===== src/design/ftd_pkg.sv =====
// Purpose: Shared constants of the fan, DAC and temperature datapath
// Assumes: 25 MHz system clock, APB register access
// Notes: Byte offsets of 32-bit registers
package ftd_pkg;
    localparam int CLK_HZ = 25_000_000;
    localparam int REF_HZ = 22_500;
    localparam int REF_DIV = CLK_HZ / REF_HZ;
    localparam int SCAN_MS = 400;
    localparam int SCAN_CYC = CLK_HZ / 1000 * SCAN_MS;
    localparam int SCAN_ITEMS = 9;
    localparam logic [3:0] STEP_TEMP = 4'h0;
    localparam logic [3:0] STEP_FAN_A = 4'h7;
    localparam logic [3:0] STEP_FAN_B = 4'h8;
    localparam logic [7:0] CNT_MAX = 8'hFF;
    // Register byte offsets
    localparam logic [7:0] OFS_CONFIG = 8'h00;
    localparam logic [7:0] OFS_DIVISOR = 8'h04;
    localparam logic [7:0] OFS_FAN_A = 8'h08;
    localparam logic [7:0] OFS_FAN_B = 8'h0C;
    localparam logic [7:0] OFS_DAC = 8'h10;
    localparam logic [7:0] OFS_TEMP = 8'h14;
    localparam logic [7:0] OFS_T_HIGH = 8'h18;
    localparam logic [7:0] OFS_T_RELEASE = 8'h1C;
    localparam logic [7:0] OFS_T_LOW = 8'h20;
    localparam logic [7:0] OFS_T_CRIT = 8'h24;
    localparam logic [7:0] OFS_TEMP_HYSTERESIS_OFFSET = 8'h28;
    localparam logic [7:0] OFS_STATUS = 8'h2C;
    // Field positions
    localparam int CFG_START = 0;
    localparam int CFG_EXT = 1;
    localparam int CFG_INIT = 7;
    localparam int DIV_A_LSB = 4;
    localparam int DIV_B_LSB = 6;
    // Reset values
    localparam logic [1:0] DIV_RST = 2'h1;
    localparam logic [7:0] DAC_RST = 8'hFF;
    localparam logic [7:0] T_HIGH_RST = 8'h46;
    localparam logic [7:0] T_RELEASE_RST = 8'h41;
    localparam logic [7:0] T_LOW_RST = 8'h00;
    localparam logic [7:0] T_CRIT_RST = 8'h64;
    localparam logic [2:0] TEMP_HYSTERESIS_OFFSET_RST = 3'h2;
endpackage : ftd_pkg


===== src/design/ftd_top.sv =====
// Purpose: Fan tachometers, fan DAC code and temperature comparator
// Assumes: APB slave with zero wait states, sensor word on temp_raw_i
// Notes: Scan period is a parameter so simulation can shorten it
`timescale 1ns/1ps
`default_nettype none
module ftd_top #(
    parameter int SCAN_CYC = ftd_pkg::SCAN_CYC,
    parameter int FILT_LEN = 8
) (
    // Clock and reset
    input wire logic clk_i,
    input wire logic rst_i,
    // APB
    input wire logic psel,
    input wire logic penable,
    input wire logic pwrite,
    input wire logic [7:0] paddr,
    input wire logic [31:0] pwdata,
    output logic [31:0] prdata,
    output logic pready,
    output logic pslverr,
    // Fans and DAC
    input wire logic tach_in_a_i,
    input wire logic tach_in_b_i,
    input wire logic dac_overdrive_i,
    output logic [7:0] fan_drive_out_o,
    // Temperature and test mode
    input wire logic [11:0] temp_raw_i,
    output logic temp_over_o,
    output logic temp_under_o,
    output logic temp_crit_o,
    output logic test_mode_o
);
    localparam int STEP_CYC = SCAN_CYC / ftd_pkg::SCAN_ITEMS;
    if (STEP_CYC < 2) $error("SCAN_CYC too small");

    logic start_ff, ext_ff, init_ff, tick_ff, upd_ff, test_ff;
    logic [10:0] ref_ff;
    logic [31:0] step_ff;
    logic [3:0] item_ff;
    logic [1:0] div_a_ff, div_b_ff;
    logic [7:0] fan_a_ff, fan_b_ff, meas_a, meas_b, dac_ff;
    logic [7:0] high_ff, release_ff, low_ff, crit_ff;
    logic [2:0] hyst_ff;
    logic [11:0] temp_ff;
    logic over_ff, under_ff, critf_ff;
    logic wr_w, rd_setup, hit_w, item_end;
    logic [31:0] rd_mux;
    logic signed [12:0] rdg;

    // Align a 9-bit signed degree value to the reading LSB
    function automatic logic signed [12:0] align(input logic signed [8:0] v,
                                                  input logic ext);
        logic signed [12:0] w;
        w = 13'(v);
        align = ext ? (w <<< 4) : (w <<< 1);
    endfunction : align

    function automatic logic signed [8:0] sx(input logic [7:0] v);
        sx = 9'(signed'(v));
    endfunction : sx

    // APB decode; test mode answers nothing useful
    assign pready = psel & penable;
    assign wr_w = psel & penable & pwrite & ~test_ff & ~pslverr;
    assign rd_setup = psel & ~penable & ~pwrite;
    always_comb begin
        hit_w = 1'b1;
        rd_mux = 32'h0000_0000;
        unique case (paddr)
            ftd_pkg::OFS_CONFIG: rd_mux = 32'({ext_ff, start_ff});
            ftd_pkg::OFS_DIVISOR: rd_mux = 32'({div_b_ff, div_a_ff, 4'h0});
            ftd_pkg::OFS_FAN_A: rd_mux = 32'(fan_a_ff);
            ftd_pkg::OFS_FAN_B: rd_mux = 32'(fan_b_ff);
            ftd_pkg::OFS_DAC: rd_mux = 32'(dac_ff);
            ftd_pkg::OFS_TEMP: rd_mux = 32'(temp_ff);
            ftd_pkg::OFS_T_HIGH: rd_mux = 32'(high_ff);
            ftd_pkg::OFS_T_RELEASE: rd_mux = 32'(release_ff);
            ftd_pkg::OFS_T_LOW: rd_mux = 32'(low_ff);
            ftd_pkg::OFS_T_CRIT: rd_mux = 32'(crit_ff);
            ftd_pkg::OFS_TEMP_HYSTERESIS_OFFSET: rd_mux = 32'(hyst_ff);
            ftd_pkg::OFS_STATUS: rd_mux = 32'({test_ff, critf_ff, under_ff, over_ff});
            default: hit_w = 1'b0;
        endcase
    end
    assign pslverr = psel & penable & (~hit_w | paddr[1:0] != 2'h0 | test_ff);

    always_ff @(posedge clk_i) begin
        if (rst_i) begin
            prdata <= 32'h0000_0000;
        end else if (rd_setup) begin
            prdata <= test_ff ? 32'h0000_0000 : rd_mux;
        end
    end

    // Overdrive latch; only reset leaves test mode
    always_ff @(posedge clk_i) begin
        if (rst_i) begin
            test_ff <= 1'b0;
        end else if (dac_overdrive_i) begin
            test_ff <= 1'b1;
        end
    end
    assign test_mode_o = test_ff;

    // DAC code survives soft init on purpose
    always_ff @(posedge clk_i) begin
        if (rst_i) begin
            dac_ff <= ftd_pkg::DAC_RST;
        end else if (wr_w && paddr == ftd_pkg::OFS_DAC) begin
            dac_ff <= pwdata[7:0];
        end
    end
    assign fan_drive_out_o = dac_ff;

    // Config, divisors and setpoints
    always_ff @(posedge clk_i) begin
        init_ff <= 1'b0;
        if (rst_i || init_ff) begin
            start_ff <= 1'b0;
            ext_ff <= 1'b0;
            div_a_ff <= ftd_pkg::DIV_RST;
            div_b_ff <= ftd_pkg::DIV_RST;
            high_ff <= ftd_pkg::T_HIGH_RST;
            release_ff <= ftd_pkg::T_RELEASE_RST;
            low_ff <= ftd_pkg::T_LOW_RST;
            crit_ff <= ftd_pkg::T_CRIT_RST;
            hyst_ff <= ftd_pkg::TEMP_HYSTERESIS_OFFSET_RST;
        end else if (wr_w) begin
            unique case (paddr)
                ftd_pkg::OFS_CONFIG: begin
                    start_ff <= pwdata[ftd_pkg::CFG_START];
                    ext_ff <= pwdata[ftd_pkg::CFG_EXT];
                    init_ff <= pwdata[ftd_pkg::CFG_INIT];
                end
                ftd_pkg::OFS_DIVISOR: begin
                    div_a_ff <= pwdata[ftd_pkg::DIV_A_LSB +: 2];
                    div_b_ff <= pwdata[ftd_pkg::DIV_B_LSB +: 2];
                end
                ftd_pkg::OFS_T_HIGH: high_ff <= pwdata[7:0];
                ftd_pkg::OFS_T_RELEASE: release_ff <= pwdata[7:0];
                ftd_pkg::OFS_T_LOW: low_ff <= pwdata[7:0];
                ftd_pkg::OFS_T_CRIT: crit_ff <= pwdata[7:0];
                ftd_pkg::OFS_TEMP_HYSTERESIS_OFFSET: hyst_ff <= pwdata[2:0];
                default: ;
            endcase
        end
    end

    // 22.5 kHz reference enable
    always_ff @(posedge clk_i) begin
        if (rst_i || ref_ff == 11'(ftd_pkg::REF_DIV - 1)) begin
            ref_ff <= 11'h000;
            tick_ff <= ~rst_i;
        end else begin
            ref_ff <= ref_ff + 11'h001;
            tick_ff <= 1'b0;
        end
    end

    ftd_tach #(.FILT_LEN(FILT_LEN)) u_tach_a (
        .clk_i(clk_i), .rst_i(rst_i), .ref_tick_i(tick_ff),
        .div_sel_i(div_a_ff), .tach_i(tach_in_a_i), .meas_o(meas_a));
    ftd_tach #(.FILT_LEN(FILT_LEN)) u_tach_b (
        .clk_i(clk_i), .rst_i(rst_i), .ref_tick_i(tick_ff),
        .div_sel_i(div_b_ff), .tach_i(tach_in_b_i), .meas_o(meas_b));

    // Round-robin scan; voltage items are slots with no work here
    assign item_end = step_ff == 32'(STEP_CYC - 1);
    always_ff @(posedge clk_i) begin
        if (rst_i || init_ff || !start_ff || test_ff) begin
            step_ff <= 32'h0000_0000;
            item_ff <= ftd_pkg::STEP_TEMP;
        end else if (item_end) begin
            step_ff <= 32'h0000_0000;
            item_ff <= (item_ff == ftd_pkg::STEP_FAN_B) ? ftd_pkg::STEP_TEMP
                                                       : item_ff + 4'h1;
        end else begin
            step_ff <= step_ff + 32'h0000_0001;
        end
    end

    // Results captured at the end of the temperature and fan item slots
    always_ff @(posedge clk_i) begin
        upd_ff <= 1'b0;
        if (rst_i || init_ff) begin
            fan_a_ff <= 8'h00;
            fan_b_ff <= 8'h00;
            temp_ff <= 12'h000;
        end else if (start_ff && !test_ff && item_end) begin
            if (item_ff == ftd_pkg::STEP_FAN_A) begin
                fan_a_ff <= meas_a;
            end
            if (item_ff == ftd_pkg::STEP_FAN_B) begin
                fan_b_ff <= meas_b;
            end
            if (item_ff == ftd_pkg::STEP_TEMP) begin
                upd_ff <= 1'b1;
                temp_ff <= ext_ff ? temp_raw_i
                                  : {{3{temp_raw_i[11]}}, temp_raw_i[11:3]};
            end
        end
    end

    // Comparator on the fresh reading
    assign rdg = 13'(signed'(temp_ff));
    always_ff @(posedge clk_i) begin
        if (rst_i || init_ff) begin
            over_ff <= 1'b0;
            under_ff <= 1'b0;
            critf_ff <= 1'b0;
        end else if (upd_ff) begin
            if (rdg > align(sx(high_ff), ext_ff)) begin
                over_ff <= 1'b1;
            end else if (!ext_ff && rdg <= align(sx(release_ff), ext_ff)) begin
                over_ff <= 1'b0;
            end else if (ext_ff
                && rdg <= align(sx(high_ff) - 9'(hyst_ff), ext_ff)) begin
                over_ff <= 1'b0;
            end
            // Normal mode has no low or critical limit
            if (!ext_ff) begin
                under_ff <= 1'b0;
                critf_ff <= 1'b0;
            end else begin
                if (rdg <= align(sx(low_ff), ext_ff)) begin
                    under_ff <= 1'b1;
                end else if (rdg > align(sx(low_ff) + 9'(hyst_ff), ext_ff)) begin
                    under_ff <= 1'b0;
                end
                if (rdg > align(sx(crit_ff), ext_ff)) begin
                    critf_ff <= 1'b1;
                end else if (rdg <= align(sx(crit_ff) - 9'(hyst_ff), ext_ff)) begin
                    critf_ff <= 1'b0;
                end
            end
        end
    end
    assign temp_over_o = over_ff;
    assign temp_under_o = under_ff;
    assign temp_crit_o = critf_ff;
endmodule : ftd_top
`default_nettype wire


===== src/design/ftd_tach.sv =====
// Purpose: One tachometer period counter
// Assumes: ref_tick_i is a one-cycle 22.5 kHz enable
// Notes: Count saturates at 255 and is reported at once
`timescale 1ns/1ps
`default_nettype none
module ftd_tach #(
    parameter int FILT_LEN = 8
) (
    // Clock and reset
    input wire logic clk_i,
    input wire logic rst_i,
    // Timing and control
    input wire logic ref_tick_i,
    input wire logic [1:0] div_sel_i,
    // Tachometer
    input wire logic tach_i,
    // Result
    output logic [7:0] meas_o
);
    if (FILT_LEN < 2 || FILT_LEN > 255) $error("FILT_LEN out of range");
    logic sync1_ff, sync2_ff, filt_ff, prev_ff, armed_ff;
    logic [7:0] stab_ff;
    logic [1:0] pre_ff;
    logic [8:0] cnt_ff;
    logic [8:0] nxt_cnt;
    logic edge_w, step_w;

    always_ff @(posedge clk_i) begin
        sync1_ff <= tach_i;
        sync2_ff <= sync1_ff;
    end

    // Slow edges chatter; level must hold FILT_LEN cycles
    always_ff @(posedge clk_i) begin
        if (rst_i) begin
            stab_ff <= 8'h00;
            // Pulled-up idle level, so reset makes no false edge
            filt_ff <= 1'b1;
            prev_ff <= 1'b1;
        end else begin
            prev_ff <= filt_ff;
            if (sync2_ff == filt_ff) begin
                stab_ff <= 8'h00;
            end else if (stab_ff == 8'(FILT_LEN - 1)) begin
                filt_ff <= sync2_ff;
                stab_ff <= 8'h00;
            end else begin
                stab_ff <= stab_ff + 8'h01;
            end
        end
    end
    assign edge_w = filt_ff & ~prev_ff;

    // Divisor 1 counts twice per tick, 2 once, 4 and 8 skip ticks
    always_comb begin
        unique case (div_sel_i)
            2'h0: step_w = 1'b1;
            2'h1: step_w = 1'b1;
            2'h2: step_w = pre_ff[0];
            2'h3: step_w = &pre_ff;
        endcase
        nxt_cnt = cnt_ff;
        if (ref_tick_i && step_w) begin
            nxt_cnt = cnt_ff + ((div_sel_i == 2'h0) ? 9'h002 : 9'h001);
        end
        if (nxt_cnt > {1'b0, ftd_pkg::CNT_MAX}) begin
            nxt_cnt = {1'b0, ftd_pkg::CNT_MAX};
        end
    end

    always_ff @(posedge clk_i) begin
        if (rst_i) begin
            cnt_ff <= 9'h000;
            pre_ff <= 2'h0;
            armed_ff <= 1'b0;
            meas_o <= 8'h00;
        end else if (edge_w) begin
            cnt_ff <= 9'h000;
            pre_ff <= 2'h0;
            armed_ff <= 1'b1;
            if (armed_ff) begin
                meas_o <= cnt_ff[7:0];
            end
        end else begin
            cnt_ff <= nxt_cnt;
            if (ref_tick_i) begin
                pre_ff <= pre_ff + 2'h1;
            end
            if (cnt_ff[7:0] == ftd_pkg::CNT_MAX) begin
                meas_o <= ftd_pkg::CNT_MAX;
            end
        end
    end
endmodule : ftd_tach
`default_nettype wire


===== config.mk =====
export PLATFORM = sky130hd
export DESIGN_NAME = ftd_top
export DESIGN_NICKNAME = d
export VERILOG_FILES = /design/src/design/ftd_pkg.sv /design/src/design/ftd_top.sv /design/src/design/ftd_tach.sv
export SDC_FILE = /design/constraint.sdc
export NUM_CORES = 1
export LEC_CHECK = 0
export BUFFER_PORTS_ARGS = -buffer_cell sky130_fd_sc_hd__buf_2
export CORE_MARGIN = 2
export CORE_UTILIZATION = 55
export DETAILED_ROUTE_END_ITERATION = 8
export GPL_ROUTABILITY_DRIVEN = 0
export PLACE_DENSITY = 0.77
export SYNTH_ARGS = -nofsm -noshare
export SYNTH_HDL_FRONTEND = slang
export SYNTH_SLANG_ARGS = --single-unit

===== constraint.sdc =====
create_clock -name clk_i -period 2.83 [get_ports clk_i]
set_input_delay 0.566 -clock clk_i [delete_from_list [all_inputs] [get_ports clk_i]]
set_output_delay 0.566 -clock clk_i [all_outputs]
set_load 0.01 [all_outputs]

==> run summary, run 1 <==
Worst Tran Pin Value: 0.733 ns
drt first pass iters: 5
Critical Path Fanout Max: 6
initial antenna violation count: 0
fraction of layout cells with a size suffix above 1: 17.1%
CP required: 3.21 ns
Core Util, Final: 65.0%
# diodes: 0
row count: 54
Final nets: 1,710
Initial Util: 56.0%
largest area contributor in the netlist: dfxtp_1
first-pass GRT wire length: 53.6 mm
Post-CTS Hold Fix Bufs: 0
Cell Count Post-Placement: 1,790
post-route insts no fill: 1,838
DRC: 0
cell count after synthesis: 1,445
top cells by area, synth: dfxtp_1, ha_1, mux2i_1
share of synthesized registers carrying an async set or reset: 0%
gr ovfl total: 0
WL per Instance: 18.0 um
Yosys top cell area share: 33.9%
CTS root buf: clkbuf_16
Avg Cell Area, Syn: 8.46 um2
WL met1: 14.2 mm
vias in the first global route: 10,623
register area share after synthesis: 33.9%
Overall Global Routing Usage: 27.5%
dominant synthesized flop cell: dfxtp_1
largest net degree at the start of global routing: 57
Warnings, synthesis: 0
min-delay worst type: input port to flop
pwr/cell area: 438 mW/mm2
CTS HTree Levels: 1
routed vias/inst: 6.00
core box area: 0.0218 mm2
Slew headroom: 51.1%
total CTS buffers: 23
switching part of the total: 22.8%
Initial DRC Count: 1,055
P&R area growth vs syn: 16.1%
Critical Setup Path Class: flop to flop
top achievable clock speed: 334 MHz
clock share of power: 48.1%
worst skew pair latency: 0.51 ns
Period minus WS final: 2.99 ns
DR WL met2: 15.3 mm
# setup viols final: 3
Setup WS post-layout: -0.164 ns
Final Hold Fails: 0
Worst-path clk slew: 0.06 ns
Bufs on Longest Clock Path: 3
Highest Signal Layer: met4
Arr. time, crit path: 3.38 ns
switching power total: 1420 uW
Synth Register Bits: 207
RSZ-0062 raised after global routing: true
Crit. End Element: flop
I/O pin count: 106
Post-synth EDFFs: 0
final instance area: 0.0142 mm2
Pint: 4800 uW
MaxCap Viol Count: 0
routed via count: 11,036
CTS tree: built
status: complete, but fails checks
post-route ant nets: 0
max-slew violations: 0
Pleak: 0.00568 uW
Tcrit/Tclk final: 106%
peak supply drop: 0.423 mV
CP Launch Type: flop
die height: 153 um
most frequent cells in the layout: dfxtp_1, nor2_1, nand2_1
Die ar.: 0.0234 mm2
placed cell area: 0.0131 mm2
failing checks: negative setup slack
clock skew: 0.0121 ns
sequential share of power: 47.8%
most common cell after layout, fill and taps aside: dfxtp_1
met3 wire length: 2.32 mm
clock sinks: 207
Synth Cell Area: 0.0122 mm2
HPWL Detailed: 23.7 mm
port bufs: 61
Die Wd: 153 um
Distinct cells, synth: 73
Routed Wire Length: 33.1 mm
Combinational Power Share: 4.1%
power groups by stage:
stage	sequential, uW	clock [uW]	combinational (uW)
final	2970	2990	254
after global routing	2980	3170	277
after CTS	2970	3030	247
after detailed placement	3040	0	246
after global placement	3040	0	243
after floorplan	3030	0	172
cell type report:
cell class | count | area, um2
clock buffer | 30 | 642
clock inverter | 11 | 111
fill | 1842 | 7640
inverter | 28 | 108
multi-input combinational | 1143 | 7900
sequential | 207 | 4160
tap | 280 | 350
timing repair buffer | 139 | 915
cells by family (layout without fill, tap and decap cells):
group,after synthesis,count (layout),synth area share [%]
simple gates,593,593,23.9
mux,88,88,7.46
buf+inv,116,208,4.37
flops,207,207,33.9
xor+xnor,81,81,5.81
other cells,1,22,0.0307
compound gates,251,251,13.1
fa+ha+maj,108,108,11.4
registers in the layout (all words and copies together) (netlist names), 3 cells and up:
register / count
prdata: 12
u_tach_b.stab_ff: 8
u_tach_a.stab_ff: 8
low_ff: 8
crit_ff: 8
u_tach_b.cnt_ff: 9
release_ff: 8
hyst_ff: 3
u_tach_a.meas_o: 8
high_ff: 8
fan_a_ff: 8
temp_ff: 12
ref_ff: 11
item_ff: 4
step_ff: 32
u_tach_b.meas_o: 8
u_tach_a.cnt_ff: 9
fan_b_ff: 8
fan_drive_out_o: 8
critical path, cell delays in order, from the launching register on:
cell and delay, ns:
dfxtp_4 0.36, buf_8 0.14, ha_4 0.20, a21o_1 0.19, a21oi_2 0.19, nor2_1 0.09, xnor2_1 0.16, buf_4 0.15
a21o_1 0.18, ha_1 0.26, nand4_1 0.15, a211oi_2 0.07, or4_4 0.53, o2111ai_2 0.09, a31oi_1 0.09
stage by stage:
| stage | total power, uW | TNS (ns) | setup slack [ns] | hold slack [ns] |
|---|---|---|---|---|
| after global placement | 3280 | -0.340 | -0.139 | 0.311 |
| after detailed placement | 3280 | -0.576 | -0.213 | 0.315 |
| final | 6220 | -0.443 | -0.164 | 0.151 |
| after floorplan | 3200 | -0.0104 | -0.0104 | 0.310 |
| after CTS | 6250 | -0.294 | -0.107 | 0.138 |
| after global routing | 6420 | -0.966 | -0.343 | 0.130 |
final timing paths:
check                                                 end  slack (ns)  depth (start not counted)                       from
worst max-delay path            temp_under_o$_SDFFE_PP0P_       -0.16                         14    hyst_ff[1]$_SDFFE_PP1P_
worst min-delay path            u_tach_b.sync1_ff$_DFF_P_        0.15                          1                tach_in_b_i
worst min register to register  u_tach_a.sync2_ff$_DFF_P_        0.33                          0  u_tach_a.sync1_ff$_DFF_P_
worst max register to register  temp_under_o$_SDFFE_PP0P_       -0.16                         14    hyst_ff[1]$_SDFFE_PP1P_
layer usage:
metal  track usage, %  up-vias
li1                 -     5302
met3             3.66      111
met4             9.92        0
met1             36.2     5167
met2             46.2      456
met5                0        -
Yosys cell counts (all sizes together), types with 7 or more instances:
cell type	count
a211oi	19
nand3	68
nand2	154
inv	27
nor4b	7
or3	18
o211ai	7
a22oi	12
a31oi	17
ha	103
and2	7
nor2	167
nor2b	35
nor3	29
xnor2	37
buf	39
mux2	14
a21oi	96
a21o	15
xor2	44
clkbuf	49
nand4	31
nand2b	10
o21ai	31
dfxtp	207
or2	14
nor4	10
and3	23
a211o	10
mux2i	73
repair_timing:
item	in CTS	in global routing
endpoints found under the hold margin	0	0
gates cloned	0	0
endpoints found under the setup margin	3	4
setup buffers	3	4
pin swaps	19	26
gates resized for setup	31	30
No activity file was read; power rests on OpenSTA's default activity.
==> inputs of run 2 (changes only) <==
==> constraint.sdc (replaced) <==
create_clock -name clk_i -period 2.83 [get_ports clk_i]
set_input_delay 0 -clock clk_i [delete_from_list [all_inputs] [get_ports clk_i]]
set_output_delay 0 -clock clk_i [all_outputs]
set_load 0.01 [all_outputs]
==> run 2 against run 1 <==
The flow still finishes with violations (negative setup slack). Fmax is 2.2% lower. Setup slack worse by 0.066 ns. Clock-buffer cell count is 7 higher. First-iteration DRC count is 10% higher. Cell count is 1.4% higher. Total power is 1.3% lower. Largest cell class unchanged. Highest routed layer unchanged.
==> run summary, run 2 (synthesis results as in run 1) <==
Tcrit/Tclk final: 108%
top achievable clock speed: 327 MHz
min-delay worst type: input port to flop
post-route insts no fill: 1,863
die height: 153 um
row count: 54
Fill cells: 1,776
failing checks: negative setup slack
worst reg-to-reg path cell count: 13
Hold Slack: 0.0464 ns
Slew headroom: 50.3%
pwr/cell area: 427 mW/mm2
Arr. time, crit path: 3.43 ns
max-slew violations: 0
post-route ant nets: 0
Pleak: 0.00572 uW
Worst-path clk slew: 0.06 ns
crit-path cells: buf_6 -> buf_4 -> fa_2 -> a21oi_2 -> nor2b_1 -> xnor2_1 -> mux2_4 -> ha_4 -> a21oi_1 -> a21oi_2 -> or4_1 -> o2111ai_1 -> a31oi_1
MaxCap Viol Count: 0
Initial Util: 56.0%
Routed Wire Length: 33.8 mm
total CTS buffers: 24
routed via count: 11,128
clock sinks: 207
Largest regs: step_ff (32), prdata (12), temp_ff (12)
# setup viols final: 3
Bufs on Longest Clock Path: 3
max reg flops: 32
drt first pass iters: 5
CTS root buf: clkbuf_16
Initial DRC Count: 1,162
Setup WS post-layout: -0.230 ns
HPWL Detailed: 23.8 mm
clock skew: 0.0326 ns
total power draw: 6140 uW
Max stage delay on crit path: 0.51 ns
RSZ-0062 raised after global routing: true
most frequent cells in the layout: dfxtp_1, nor2_1, nand2_1
CTS tree: built
WL per Instance: 18.2 um
Slowest-stage cell, CP: or4_1
Worst Tran Pin Value: 0.745 ns
Die Wd: 153 um
I/O pin count: 106
status: complete, but fails checks
pre-CTS WS: -0.236 ns
first-pass GRT wire length: 54.3 mm
Reg with most FFs: step_ff
initial antenna violation count: 0
fraction of layout cells with a size suffix above 1: 15.6%
Cell Count Post-Placement: 1,783
gr ovfl total: 0
DRC: 0
most common cell after layout, fill and taps aside: dfxtp_1
Crit. End Element: flop
# diodes: 0
vias in the first global route: 10,610
Overall Global Routing Usage: 28.2%
routed vias/inst: 5.97
crit-path most repeated cell: a21oi_2
core box area: 0.0218 mm2
largest net degree at the start of global routing: 62
worst skew pair latency: 0.54 ns
peak supply drop: 0.381 mV
P&R area growth vs syn: 17.7%
Core Util, Final: 65.9%
Critical Setup Path Class: flop to flop
CP Launch Type: flop
Final Hold Fails: 0
port bufs: 61
CP required: 3.20 ns
hold path depth: 4
Final nets: 1,734
Die ar.: 0.0234 mm2
Period minus WS final: 3.06 ns
Critical Path Fanout Max: 3
CTS HTree Levels: 1
-- run 2: changes by cell type in the layout (fill, tap and decap cells not counted), sizes merged --
cell         previous run  this run
bufinv                  2         0
inv                    28        27
dlygate4sd3             0        34
buf                   139       128
clkbuf                 30        37
clkinv                  8         6
-- run 2: per-stage QoR --
stage,setup TNS (ns),cell area [um2]
finish,-0.465,14400
global route,-0.872,14400
CTS,-0.285,14200
detailed placement,-0.641,13000
global placement,-0.284,13000
floorplan,-0.0104,12300
-- run 2: final cells by class --
class | instances | area [um2] | share of cell area (%)
inverter | 28 | 108 | 0.748
clock buffer | 37 | 679 | 4.73
sequential | 207 | 4150 | 28.9
clock inverter | 6 | 47.5 | 0.331
timing repair buffer | 162 | 1160 | 8.10
multi-input combinational | 1143 | 7870 | 54.8
tap | 280 | 350 | 2.44
-- run 2: critical path: cells and delay by family, from the launching register on --
kind                     cells  cell delay (ns)
AO/OA/AOI/OAI                5             0.70
XOR/XNOR                     1             0.15
multiplexers                 1             0.28
buffers and inverters        2             0.25
adder cells (fa/ha/maj)      2             0.60
flip-flops                   1             0.36
AND/OR/NAND/NOR              2             0.58
-- run 2: final timing paths --
path              slack (ns)                   endpoint                      start
setup / recovery       -0.23  temp_under_o$_SDFFE_PP0P_    hyst_ff[1]$_SDFFE_PP1P_
hold / removal          0.05     prdata[3]$_SDFFE_PP0P_                   paddr[6]
setup reg to reg       -0.23  temp_under_o$_SDFFE_PP0P_    hyst_ff[1]$_SDFFE_PP1P_
hold reg to reg         0.33  u_tach_a.sync2_ff$_DFF_P_  u_tach_a.sync1_ff$_DFF_P_
-- run 2: per-layer routing --
metal | vias up | GRT usage, % | wire length (um)
li1 | 5351 | - | -
met1 | 5153 | 36.2 | 13700
met2 | 498 | 46.4 | 15800
met3 | 126 | 4.56 | 2740
met4 | 0 | 13.0 | 1560
met5 | - | 0 | 0
-- run 2: repair_timing --
action,in CTS,in global routing
setup buffers,1,2
endpoints found under the setup margin,3,3
hold buffers,34,0
gates cloned,0,0
pin swaps,29,19
gates resized for setup,33,19
hold endpoints to repair,71,0
-- run 2: power breakdown --
group / internal [uW] / leakage, uW / total (uW) / switching [uW]
registers: 2940 / 0.00168 / 2970 / 32.9
clock network: 1650 / 0.000352 / 2880 / 1220
logic: 112 / 0.00369 / 289 / 177
